==> config.mk <==
export PLATFORM = sky130hd
export DESIGN_NAME = uesi_top
export DESIGN_NICKNAME = d
export VERILOG_FILES = /design/src/hw/uesi_pkg.sv /design/src/hw/uesi_pipe_if.sv /design/src/hw/uesi_pipe.sv /design/src/hw/uesi_top.sv
export VERILOG_INCLUDE_DIRS = /design/src /design/src/hw
export SDC_FILE = /design/constraint.sdc
export NUM_CORES = 2
export LEC_CHECK = 0
export ABC_AREA = 1
export BUFFER_PORTS_ARGS = -buffer_cell sky130_fd_sc_hd__buf_2
export CAP_MARGIN = 25
export CELL_PAD_IN_SITES_DETAIL_PLACEMENT = 1
export CELL_PAD_IN_SITES_GLOBAL_PLACEMENT = 2
export CORE_ASPECT_RATIO = 1.5
export CORE_MARGIN = 2
export CORE_UTILIZATION = 44
export CTS_BUF_LIST = sky130_fd_sc_hd__clkbuf_2 sky130_fd_sc_hd__clkbuf_4 sky130_fd_sc_hd__clkbuf_8
export DETAILED_ROUTE_END_ITERATION = 10
export GPL_ROUTABILITY_DRIVEN = 0
export PLACE_DENSITY_LB_ADDON = 0.1
export SYNTH_ARGS = -nofsm -noshare
export SYNTH_HDL_FRONTEND = slang
export SYNTH_SLANG_ARGS = --single-unit
==> constraint.sdc <==
create_clock -name core_clk -period 5.5 [get_ports core_clk]
set_input_delay 1.1 -clock core_clk [delete_from_list [all_inputs] [get_ports core_clk]]
set_output_delay 1.1 -clock core_clk [all_outputs]
set_load 0.01 [all_outputs]
==> src/hw/uesi_defines.svh <==
// Offsets, field positions, reset values and timing counts of the endpoint pipe block.
`ifndef UESI_DEFINES_SVH
`define UESI_DEFINES_SVH
`define UESI_OFF_EP_BASE      8'h00
`define UESI_OFF_STATUS       8'h06
`define UESI_OFF_IRQ_EN       8'h07
`define UESI_OFF_PIPE_CTRL    8'h08
`define UESI_OFF_ACC_FLAGS    8'h09
`define UESI_OFF_CLK_CTRL     8'h0A
`define UESI_BIT_SUSPEND      0
`define UESI_BIT_RESUME       1
`define UESI_BIT_BUS_RESET    2
`define UESI_BIT_REMOTE_WAKE  3
`define UESI_BIT_PLL_PD       4
`define UESI_BIT_PHY_PD       7
`define UESI_BIT_USB_CLK_EN   0
`define UESI_RST_IRQ_EN       6'h00
`define UESI_RST_PIPE_EN      5'h00
`define UESI_RST_CLK_CTRL     1'b1
`define UESI_CLK_MHZ          200
`define UESI_SUSPEND_IDLE_US  3000
`define UESI_SUSPEND_IDLE_CYCLES (`UESI_SUSPEND_IDLE_US * `UESI_CLK_MHZ)
`define UESI_INT_PULSE_CYCLES 8
`define UESI_DEPTH_SMALL      8
`define UESI_DEPTH_LARGE      64
`endif

==> src/hw/uesi_pkg.sv <==
// Types and the helper function shared by the endpoint pipe block.
`include "uesi_defines.svh"
package uesi_pkg;
    typedef logic [7:0] uesi_byte_t;
    typedef enum logic [2:0] {
        LINK_ACTIVE  = 3'b001,
        LINK_SUSPEND = 3'b010,
        LINK_RESUME  = 3'b100
    } uesi_link_state_t;
    // Endpoints 3 and 5 carry bulk traffic and get the deep pipes.
    function automatic int uesi_ep_depth(input int ep);
        return (ep == 3 || ep == 5) ? `UESI_DEPTH_LARGE : `UESI_DEPTH_SMALL;
    endfunction
endpackage

==> src/hw/uesi_pipe_if.sv <==
// Carrier between the top module and one endpoint pipe.
`timescale 1ns/10ps
interface uesi_pipe_if #(parameter int W = 8);
    logic         push;
    logic         pop;
    logic [W-1:0] wdata;
    logic [W-1:0] rdata;
    logic         full;
    logic         empty;
    modport pipe (input push, input pop, input wdata, output rdata, output full, output empty);
    modport user (output push, output pop, output wdata, input rdata, input full, input empty);
endinterface

==> src/hw/uesi_pipe.sv <==
// One endpoint data pipe: a first-in first-out byte store.
`timescale 1ns/10ps
module uesi_pipe
    import uesi_pkg::*;
#(
    parameter int W     = 8,
    parameter int DEPTH = 8
) (
    input  wire logic    core_clk,
    input  wire logic    rst_b,
    uesi_pipe_if.pipe    p
);
    localparam int AW = $clog2(DEPTH);
    logic [W-1:0] mem [DEPTH];
    logic [AW-1:0] wr_ptr_reg;
    logic [AW-1:0] rd_ptr_reg;
    logic [AW:0]   count_reg;
    logic          do_push;
    logic          do_pop;

    // Refused accesses leave contents and pointers untouched.
    assign do_push = p.push && (count_reg != (AW+1)'(DEPTH));
    assign do_pop  = p.pop && (count_reg != '0);
    assign p.full  = (count_reg == (AW+1)'(DEPTH));
    assign p.empty = (count_reg == '0);
    assign p.rdata = mem[rd_ptr_reg];

    always_ff @(posedge core_clk) begin
        if (do_push) begin
            mem[wr_ptr_reg] <= p.wdata;
        end
    end

    always_ff @(posedge core_clk or negedge rst_b) begin
        if (!rst_b) begin
            wr_ptr_reg <= '0;
            rd_ptr_reg <= '0;
            count_reg  <= '0;
        end else begin
            if (do_push) begin
                wr_ptr_reg <= (wr_ptr_reg == AW'(DEPTH-1)) ? '0 : wr_ptr_reg + 1'b1;
            end
            if (do_pop) begin
                rd_ptr_reg <= (rd_ptr_reg == AW'(DEPTH-1)) ? '0 : rd_ptr_reg + 1'b1;
            end
            count_reg <= count_reg + (AW+1)'(do_push) - (AW+1)'(do_pop);
        end
    end
endmodule // uesi_pipe

==> src/hw/uesi_top.sv <==
// Endpoint pipes, suspend and wake-up tracking and the interrupt pulse of the USB companion.
`timescale 1ns/10ps
`include "uesi_defines.svh"
module uesi_top
    import uesi_pkg::*;
#(
    parameter int unsigned IDLE_CYCLES  = `UESI_SUSPEND_IDLE_CYCLES,
    parameter int unsigned PULSE_CYCLES = `UESI_INT_PULSE_CYCLES
) (
    input  wire logic       core_clk,
    input  wire logic       rst_b,
    input  wire logic [7:0] reg_addr,
    input  wire logic       reg_wr,
    input  wire logic       reg_rd,
    input  wire logic [7:0] reg_wdata,
    output logic      [7:0] reg_rdata,
    input  wire logic       usb_activity,
    input  wire logic       usb_resume,
    input  wire logic       usb_reset,
    input  wire logic       host_wr,
    input  wire logic       host_rd,
    input  wire logic [2:0] host_ep,
    input  wire logic [7:0] host_wdata,
    output logic      [7:0] host_rdata,
    output logic            host_done,
    output logic            int_b,
    output logic            usb_wake,
    output logic            phy_powerdown,
    output logic            pll_powerdown,
    output logic            usb_clock_enable
);
    localparam int NEP = 6;
    localparam int IW  = $clog2(IDLE_CYCLES + 1);
    localparam int PW  = $clog2(PULSE_CYCLES + 1);

    logic [1:0] rst_sync_reg;
    logic       rst_sync_b;
    logic [2:0] pin_s1_reg;
    logic [2:0] pin_s2_reg;
    logic [2:0] pin_d_reg;
    logic       act_s;
    logic       res_s;
    logic       bus_reset_flag_s;

    uesi_link_state_t state_reg;
    logic [IW-1:0]    idle_cnt_reg;
    logic             bus_idle_flag_flag_reg;
    logic             resume_flag_reg;
    logic             bus_reset_flag_reg;
    logic             remote_wake_reg;
    logic             pll_pd_reg;
    logic             phy_pd_reg;
    logic [5:1]       pipe_en_reg;
    logic [NEP-1:0]   irq_en_reg;
    logic [NEP-1:0]   acc_flag_reg;
    logic             clk_en_reg;
    logic [PW-1:0]    int_cnt_reg;
    logic             int_b_reg;
    logic             wake_reg;
    uesi_byte_t       reg_rdata_reg;
    uesi_byte_t       host_rdata_reg;
    logic             host_done_reg;

    logic [NEP-1:0]   pipe_on;
    logic [NEP-1:0]   mcu_wr_hit;
    logic [NEP-1:0]   mcu_rd_hit;
    logic [NEP-1:0]   host_wr_hit;
    logic [NEP-1:0]   host_rd_hit;
    logic [NEP-1:0]   host_acc;
    logic [NEP-1:0]   ep_full;
    logic [NEP-1:0]   ep_empty;
    uesi_byte_t       ep_rdata [NEP];
    logic [NEP-1:0]   acc_clr;
    logic [NEP-1:0]   set_clr_both;
    logic [NEP-1:0]   ep_event;
    logic             bus_idle_flag_set;
    logic             resume_set;
    logic             leave_bus_idle_flag;
    logic             reset_set;
    logic             any_event;
    uesi_byte_t       rd_mux;

    always_ff @(posedge core_clk or negedge rst_b) begin
        if (!rst_b) begin
            rst_sync_reg <= 2'h0;
        end else begin
            rst_sync_reg <= {rst_sync_reg[0], 1'b1};
        end
    end
    assign rst_sync_b = rst_sync_reg[1];

    // Bus pins are asynchronous; edges are taken from the second stage only.
    always_ff @(posedge core_clk or negedge rst_sync_b) begin
        if (!rst_sync_b) begin
            pin_s1_reg <= 3'h0;
            pin_s2_reg <= 3'h0;
            pin_d_reg  <= 3'h0;
        end else begin
            pin_s1_reg <= {usb_reset, usb_resume, usb_activity};
            pin_s2_reg <= pin_s1_reg;
            pin_d_reg  <= pin_s2_reg;
        end
    end
    assign act_s  = pin_s2_reg[0];
    assign res_s  = pin_s2_reg[1];
    assign bus_reset_flag_s = pin_s2_reg[2];

    assign pipe_on = {pipe_en_reg, 1'b1};

    // Endpoint pipes; a host write beats a software write or pop of one pipe in a cycle, but a host read and a software write both go ahead.
    for (genvar i = 0; i < NEP; i++) begin : gen_ep
        uesi_pipe_if #(.W(8)) pif ();
        uesi_pipe #(.W(8), .DEPTH(uesi_ep_depth(i))) u_pipe (
            .core_clk (core_clk),
            .rst_b    (rst_sync_b),
            .p        (pif.pipe)
        );
        assign mcu_wr_hit[i]  = reg_wr && (reg_addr == `UESI_OFF_EP_BASE + 8'(i)) && pipe_on[i];
        assign mcu_rd_hit[i]  = reg_rd && (reg_addr == `UESI_OFF_EP_BASE + 8'(i)) && pipe_on[i];
        assign host_wr_hit[i] = host_wr && (host_ep == 3'(i)) && pipe_on[i];
        assign host_rd_hit[i] = host_rd && (host_ep == 3'(i)) && pipe_on[i];
        assign pif.push  = host_wr_hit[i] || mcu_wr_hit[i];
        assign pif.pop   = host_rd_hit[i] || (mcu_rd_hit[i] && !host_wr_hit[i]);
        assign pif.wdata = host_wr_hit[i] ? host_wdata : reg_wdata;
        assign ep_full[i]  = pif.full;
        assign ep_empty[i] = pif.empty;
        assign ep_rdata[i] = pif.rdata;
        assign host_acc[i] = (host_wr_hit[i] && !pif.full) || (host_rd_hit[i] && !pif.empty);
    end

    // Link state: idle count, host resume, and leaving only at the end of resume.
    assign bus_idle_flag_set   = (state_reg == LINK_ACTIVE) && !act_s
                        && (idle_cnt_reg == IW'(IDLE_CYCLES - 1));
    assign resume_set = (state_reg == LINK_SUSPEND) && res_s && !pin_d_reg[1];
    assign leave_bus_idle_flag = (state_reg == LINK_RESUME) && !res_s;
    assign reset_set  = bus_reset_flag_s && !pin_d_reg[2];

    always_ff @(posedge core_clk or negedge rst_sync_b) begin
        if (!rst_sync_b) begin
            state_reg    <= LINK_ACTIVE;
            idle_cnt_reg <= '0;
        end else begin
            case (state_reg)
                LINK_ACTIVE: begin
                    idle_cnt_reg <= act_s ? '0 : idle_cnt_reg + 1'b1;
                    if (bus_idle_flag_set) begin
                        state_reg <= LINK_SUSPEND;
                    end
                end
                LINK_SUSPEND: begin
                    idle_cnt_reg <= '0;
                    if (resume_set) begin
                        state_reg <= LINK_RESUME;
                    end
                end
                LINK_RESUME: begin
                    if (leave_bus_idle_flag) begin
                        state_reg <= LINK_ACTIVE;
                    end
                end
                default: begin
                    state_reg <= LINK_ACTIVE;
                end
            endcase
        end
    end

    // Link flags follow the link alone; software writes cannot reach them.
    always_ff @(posedge core_clk or negedge rst_sync_b) begin
        if (!rst_sync_b) begin
            bus_idle_flag_flag_reg      <= 1'b0;
            resume_flag_reg    <= 1'b0;
            bus_reset_flag_reg <= 1'b0;
        end else begin
            if (bus_idle_flag_set) begin
                bus_idle_flag_flag_reg <= 1'b1;
            end else if (leave_bus_idle_flag) begin
                bus_idle_flag_flag_reg <= 1'b0;
            end
            if (resume_set) begin
                resume_flag_reg <= 1'b1;
            end else if (leave_bus_idle_flag) begin
                resume_flag_reg <= 1'b0;
            end
            if (reset_set) begin
                bus_reset_flag_reg <= 1'b1;
            end else if (!bus_reset_flag_s && act_s) begin
                bus_reset_flag_reg <= 1'b0;
            end
        end
    end

    // Access flags: hardware set beats a software clear in the same cycle.
    assign acc_clr      = (reg_wr && reg_addr == `UESI_OFF_ACC_FLAGS) ? reg_wdata[5:0] : '0;
    assign set_clr_both = host_acc & acc_clr;
    always_ff @(posedge core_clk or negedge rst_sync_b) begin
        if (!rst_sync_b) begin
            acc_flag_reg <= '0;
        end else begin
            acc_flag_reg <= (acc_flag_reg & ~acc_clr) | host_acc;
        end
    end

    // Software-written control registers.
    always_ff @(posedge core_clk or negedge rst_sync_b) begin
        if (!rst_sync_b) begin
            remote_wake_reg <= 1'b0;
            pll_pd_reg      <= 1'b0;
            phy_pd_reg      <= 1'b0;
            pipe_en_reg     <= `UESI_RST_PIPE_EN;
            irq_en_reg      <= `UESI_RST_IRQ_EN;
            clk_en_reg      <= `UESI_RST_CLK_CTRL;
        end else if (reg_wr) begin
            case (reg_addr)
                `UESI_OFF_STATUS: begin
                    remote_wake_reg <= reg_wdata[`UESI_BIT_REMOTE_WAKE];
                    pll_pd_reg      <= reg_wdata[`UESI_BIT_PLL_PD];
                end
                `UESI_OFF_PIPE_CTRL: begin
                    phy_pd_reg  <= reg_wdata[`UESI_BIT_PHY_PD];
                    pipe_en_reg <= reg_wdata[5:1];
                end
                `UESI_OFF_IRQ_EN: begin
                    irq_en_reg <= reg_wdata[5:0];
                end
                `UESI_OFF_CLK_CTRL: begin
                    clk_en_reg <= reg_wdata[`UESI_BIT_USB_CLK_EN];
                end
                default: begin
                end
            endcase
        end
    end

    // Interrupt sources; a new event during a pulse restarts it, so bursts merge.
    assign ep_event  = host_acc & pipe_on & irq_en_reg;
    assign any_event = bus_idle_flag_set || resume_set || reset_set || (ep_event != '0);
    always_ff @(posedge core_clk or negedge rst_sync_b) begin
        if (!rst_sync_b) begin
            int_cnt_reg <= '0;
            int_b_reg   <= 1'b1;
        end else if (any_event) begin
            int_cnt_reg <= PW'(PULSE_CYCLES - 1);
            int_b_reg   <= 1'b0;
        end else if (int_cnt_reg != '0) begin
            int_cnt_reg <= int_cnt_reg - 1'b1;
        end else begin
            int_b_reg <= 1'b1;
        end
    end

    // The wake pulse follows the software bit, and only while the link sleeps.
    always_ff @(posedge core_clk or negedge rst_sync_b) begin
        if (!rst_sync_b) begin
            wake_reg <= 1'b0;
        end else begin
            wake_reg <= remote_wake_reg && (state_reg == LINK_SUSPEND);
        end
    end

    always_comb begin
        rd_mux = 8'h00;
        case (reg_addr)
            `UESI_OFF_STATUS:    rd_mux = {3'h0, pll_pd_reg, remote_wake_reg,
                                           bus_reset_flag_reg, resume_flag_reg, bus_idle_flag_flag_reg};
            `UESI_OFF_IRQ_EN:    rd_mux = {2'h0, irq_en_reg};
            `UESI_OFF_PIPE_CTRL: rd_mux = {phy_pd_reg, 1'b0, pipe_en_reg, 1'b0};
            `UESI_OFF_ACC_FLAGS: rd_mux = {2'h0, acc_flag_reg};
            `UESI_OFF_CLK_CTRL:  rd_mux = {7'h00, clk_en_reg};
            default: begin
                for (int k = 0; k < NEP; k++) begin
                    if (mcu_rd_hit[k] && !ep_empty[k]) begin
                        rd_mux = ep_rdata[k];
                    end
                end
            end
        endcase
    end

    always_ff @(posedge core_clk or negedge rst_sync_b) begin
        if (!rst_sync_b) begin
            reg_rdata_reg  <= 8'h00;
            host_rdata_reg <= 8'h00;
            host_done_reg  <= 1'b0;
        end else begin
            if (reg_rd) begin
                reg_rdata_reg <= rd_mux;
            end
            host_done_reg <= host_acc != '0;
            if (host_rd && (host_rd_hit != '0) && !ep_empty[host_ep]) begin
                host_rdata_reg <= ep_rdata[host_ep];
            end
        end
    end

    assign reg_rdata        = reg_rdata_reg;
    assign host_rdata       = host_rdata_reg;
    assign host_done        = host_done_reg;
    assign int_b            = int_b_reg;
    assign usb_wake         = wake_reg;
    assign phy_powerdown    = phy_pd_reg;
    assign pll_powerdown    = pll_pd_reg;
    assign usb_clock_enable = clk_en_reg;
endmodule // uesi_top

==> impl_metrics.yaml <==
global_routing:
  antenna_found_initial: 14
  grt_util_met1: 0.316
  grt_first_pass_wirelength_mm: 284
  busiest_layer: "met2"
  use_met3: 0.0366
  grt-ovfl-total: 0
  track_usage: 0.264
  grt_pass1_vias: 45000
  grt_max_degree: 159
  grtUsageMet2: 0.475
timing:
  finalCriticalPeriod_ns: 3.76
  skew_ns: 0.0283
  min_period_over_period: 0.685
  slew_violations: 0
  max-slew-margin-rel: 0.303
  setup_viol: 0
  setup_tns_ns: 0
  worst_slew_pin_slew_ns: 1.04
  hold_viol_final: 0
  rsz0062_at_grt: "no"
  clock.fmax_mhz: 266
logic_synthesis:
  synth_nets: 5844
  synth.cell_area_mm2: 0.0621
  ys_ff_latch: 1438
  ys.flop_type: "edfxtp_1"
  synth_top_area_frac: 0.619
  synth-async-reset-ratio: 0.110
  yosys_warnings: 0
  synth.most_common_cell: "nand2_1"
  ys_types: 64
  ys_top_cells_by_count: "nand2_1 (1340), edfxtp_1 (1280), nor2_1 (871)"
  synth_edf_count: 1280
  synth.area.top_cells: "edfxtp_1 (62%), nand2_1 (8.1%), dfrtp_1 (6.3%), nor2_1 (5.3%), o21ai_0 (4.8%)"
  yosysSeqAreaShare: 0.683
  synth.avg_cell_area_um2: 10.8
  yosysTopAreaCell: "edfxtp_1"
  synthCells: 5738
route:
  via_per_inst: 5.40
  ant_nets: 0
  routedWlPerCell_um: 24.1
  drtPass1Iterations: 5
  post-route-drc-count: 0
  wl_mm: 191
  drtIter0Drc: 2824
  route.vias.total: 42600
final_layout:
  largest_register_ffs: 1280
  nNetsFinal: 5956
  utilization: 0.495
  area_growth_pct: 11.6
  drive_gt1_frac: 0.102
  final_cells: 7896
placement:
  io_buffer_count: 57
  place_hpwl_mm: 127
  place_inst: 7494
worst_setup_path:
  required_ns: 6.35
  slowest_delay_ns: 0.79
  critPathLaunchType: "register"
  worstPathCellList: "clkinv_2 -> buf_4 -> nand3_1 -> nand2_1 -> nand2_1 -> nand2_1 -> nor2_1 -> nand2_1 -> nand3_1 -> nand3_1 -> nand2_1 -> nand4_1 -> nand2_1 -> inv_1"
  critPathCaptureType: "register"
  cpMaxStageDelayCell: "dfrtp_4"
  arrival_ns: 4.62
  cp_max_fo: 45
  path_common_cell: "nand2_1"
  worstSetupPathType: "reg2reg"
  ff2ff_setup_slack_ns: 1.74
  r2r_start: "gen_ep[3].u_pipe.rd_ptr_reg[1]"
  reg2reg_depth: 14
  worstReg2RegEnd: "reg_rdata[0]"
cts:
  clock_sinks: 1438
  path_clk_slew_ns: 0.06
  htreeDepth: 4
  insertion_delay_ns: 0.96
  clock-root-buffer: "clkbuf_8"
  cts.repair.resized: 0
  numCtsBuffers: 213
  cts_buffer_depth: 3
  cts_tree: "yes"
floorplan:
  die_h_um: 464
  placementRows: 168
  start_util: 0.444
  core_region_area_mm2: 0.140
  die_width_um: 311
  io_pins: 58
  dieArea_mm2: 0.144
power:
  swShare: 0.276
  total_power_uw: 25100
  internal-power_uw: 18200
  p_sw_uw: 6920
  p_per_area_mw_per_mm2: 362
  peakVddDrop_uv: 273
  p_seq_frac: 0.494
  p_leak_uw: 0.0257
  power_frac_comb: 0.138
  power.share.clock: 0.368
status:
  status: "finished clean"
worst_hold_path:
  hp-class: "reg2async"
flow_run:
  drv_cap: 0
## power groups by stage
stage               clock, µW  sequential, µW  combinational, µW
finish                   9220           12400               3470
global route             9810           12400               3870
CTS                      9420           12400               3510
detailed placement          0           12600               3480
global placement            0           12600               3410
floorplan                   0           12500               2230
## layout by cell type, fill, tap and decap left out, types with 6 or more instances in the layout
master / instances
nand2_1: 1340
edfxtp_1: 1280
nor2_1: 869
o21ai_0: 574
nand3_1: 372
inv_1: 336
clkbuf_8: 228
dfrtp_1: 150
o22ai_1: 80
buf_4: 79
a21oi_1: 69
ha_1: 64
buf_2: 64
o211ai_1: 61
clkbuf_4: 58
clkinv_1: 56
nor3_1: 45
clkinv_2: 33
xor2_1: 29
nand4_1: 19
bufinv_16: 18
o21ai_4: 16
nand3_4: 15
buf_12: 15
inv_2: 13
or2_2: 13
xnor2_1: 10
nor2_2: 6
o21ai_1: 6
a211oi_1: 6
a31oi_1: 6
o221ai_1: 6
fa_1: 6
## worst max-delay path: cells and delay by family, from the launching register on
family	cells	cell delay [ns]
simple gates	11	1.51
flops	1	0.79
buf+inv	3	1.32
## timing repair
item / in CTS / in global routing
setup buffers: 0 / 0
hold buffers: 1 / 0
hold endpoints to repair: 2 / 0
## stage by stage
stage | area (µm²) | setup WS (ns) | hold slack, ns
global placement | 64500 | 1.12 | 0.252
CTS | 69100 | 1.77 | 0.165
detailed placement | 64700 | 1.03 | 0.250
floorplan | 62100 | 0.553 | 0.331
global route | 69200 | 1.54 | 0.209
finish | 69200 | 1.74 | 0.227
## logic make-up (layout without fill, tap and decap cells)
family,Yosys count,after routing,synth area share
simple gates,2717,2717,0.182
buf+inv,628,911,0.0402
flops,1438,1438,0.683
fa+ha+maj,70,70,0.0148
other cells,1,6,0.0000604
xor+xnor,39,39,0.00550
compound gates,845,845,0.0744
## per-layer routing
| metal | vias up | routed length (µm) |
|---|---|---|
| met2 | 926 | 98500 |
| met3 | 366 | 8000 |
| li1 | 19900 | - |
| met5 | - | 52 |
| met4 | 8 | 8170 |
| met1 | 21400 | 75900 |
## final cells by class
type | instances | area (µm²)
diodes | 5 | 12.5
clock buffers | 283 | 3550
clock inverters | 103 | 918
fillers | 15000 | 70500
inverters | 361 | 1370
multi-input cells | 3672 | 17400
flip-flops and latches | 1438 | 42400
well taps | 1870 | 2340
repair buffers | 164 | 1280
## worst max path at each step
stage | from | endpoint | cells after the start
after floorplan | host_ep[1] | gen_ep[3].u_pipe.mem[0][0] | 5
after global placement | host_ep[1] | gen_ep[4].u_pipe.mem[1][2] | 8
after detailed placement | host_ep[1] | gen_ep[4].u_pipe.mem[0][4] | 8
after CTS | gen_ep[3].u_pipe.rd_ptr_reg[1] | reg_rdata[0] | 13
after global routing | gen_ep[3].u_pipe.rd_ptr_reg[1] | reg_rdata[0] | 14
final | gen_ep[3].u_pipe.rd_ptr_reg[1] | reg_rdata[0] | 14
Power figures use the tool's default switching activity.
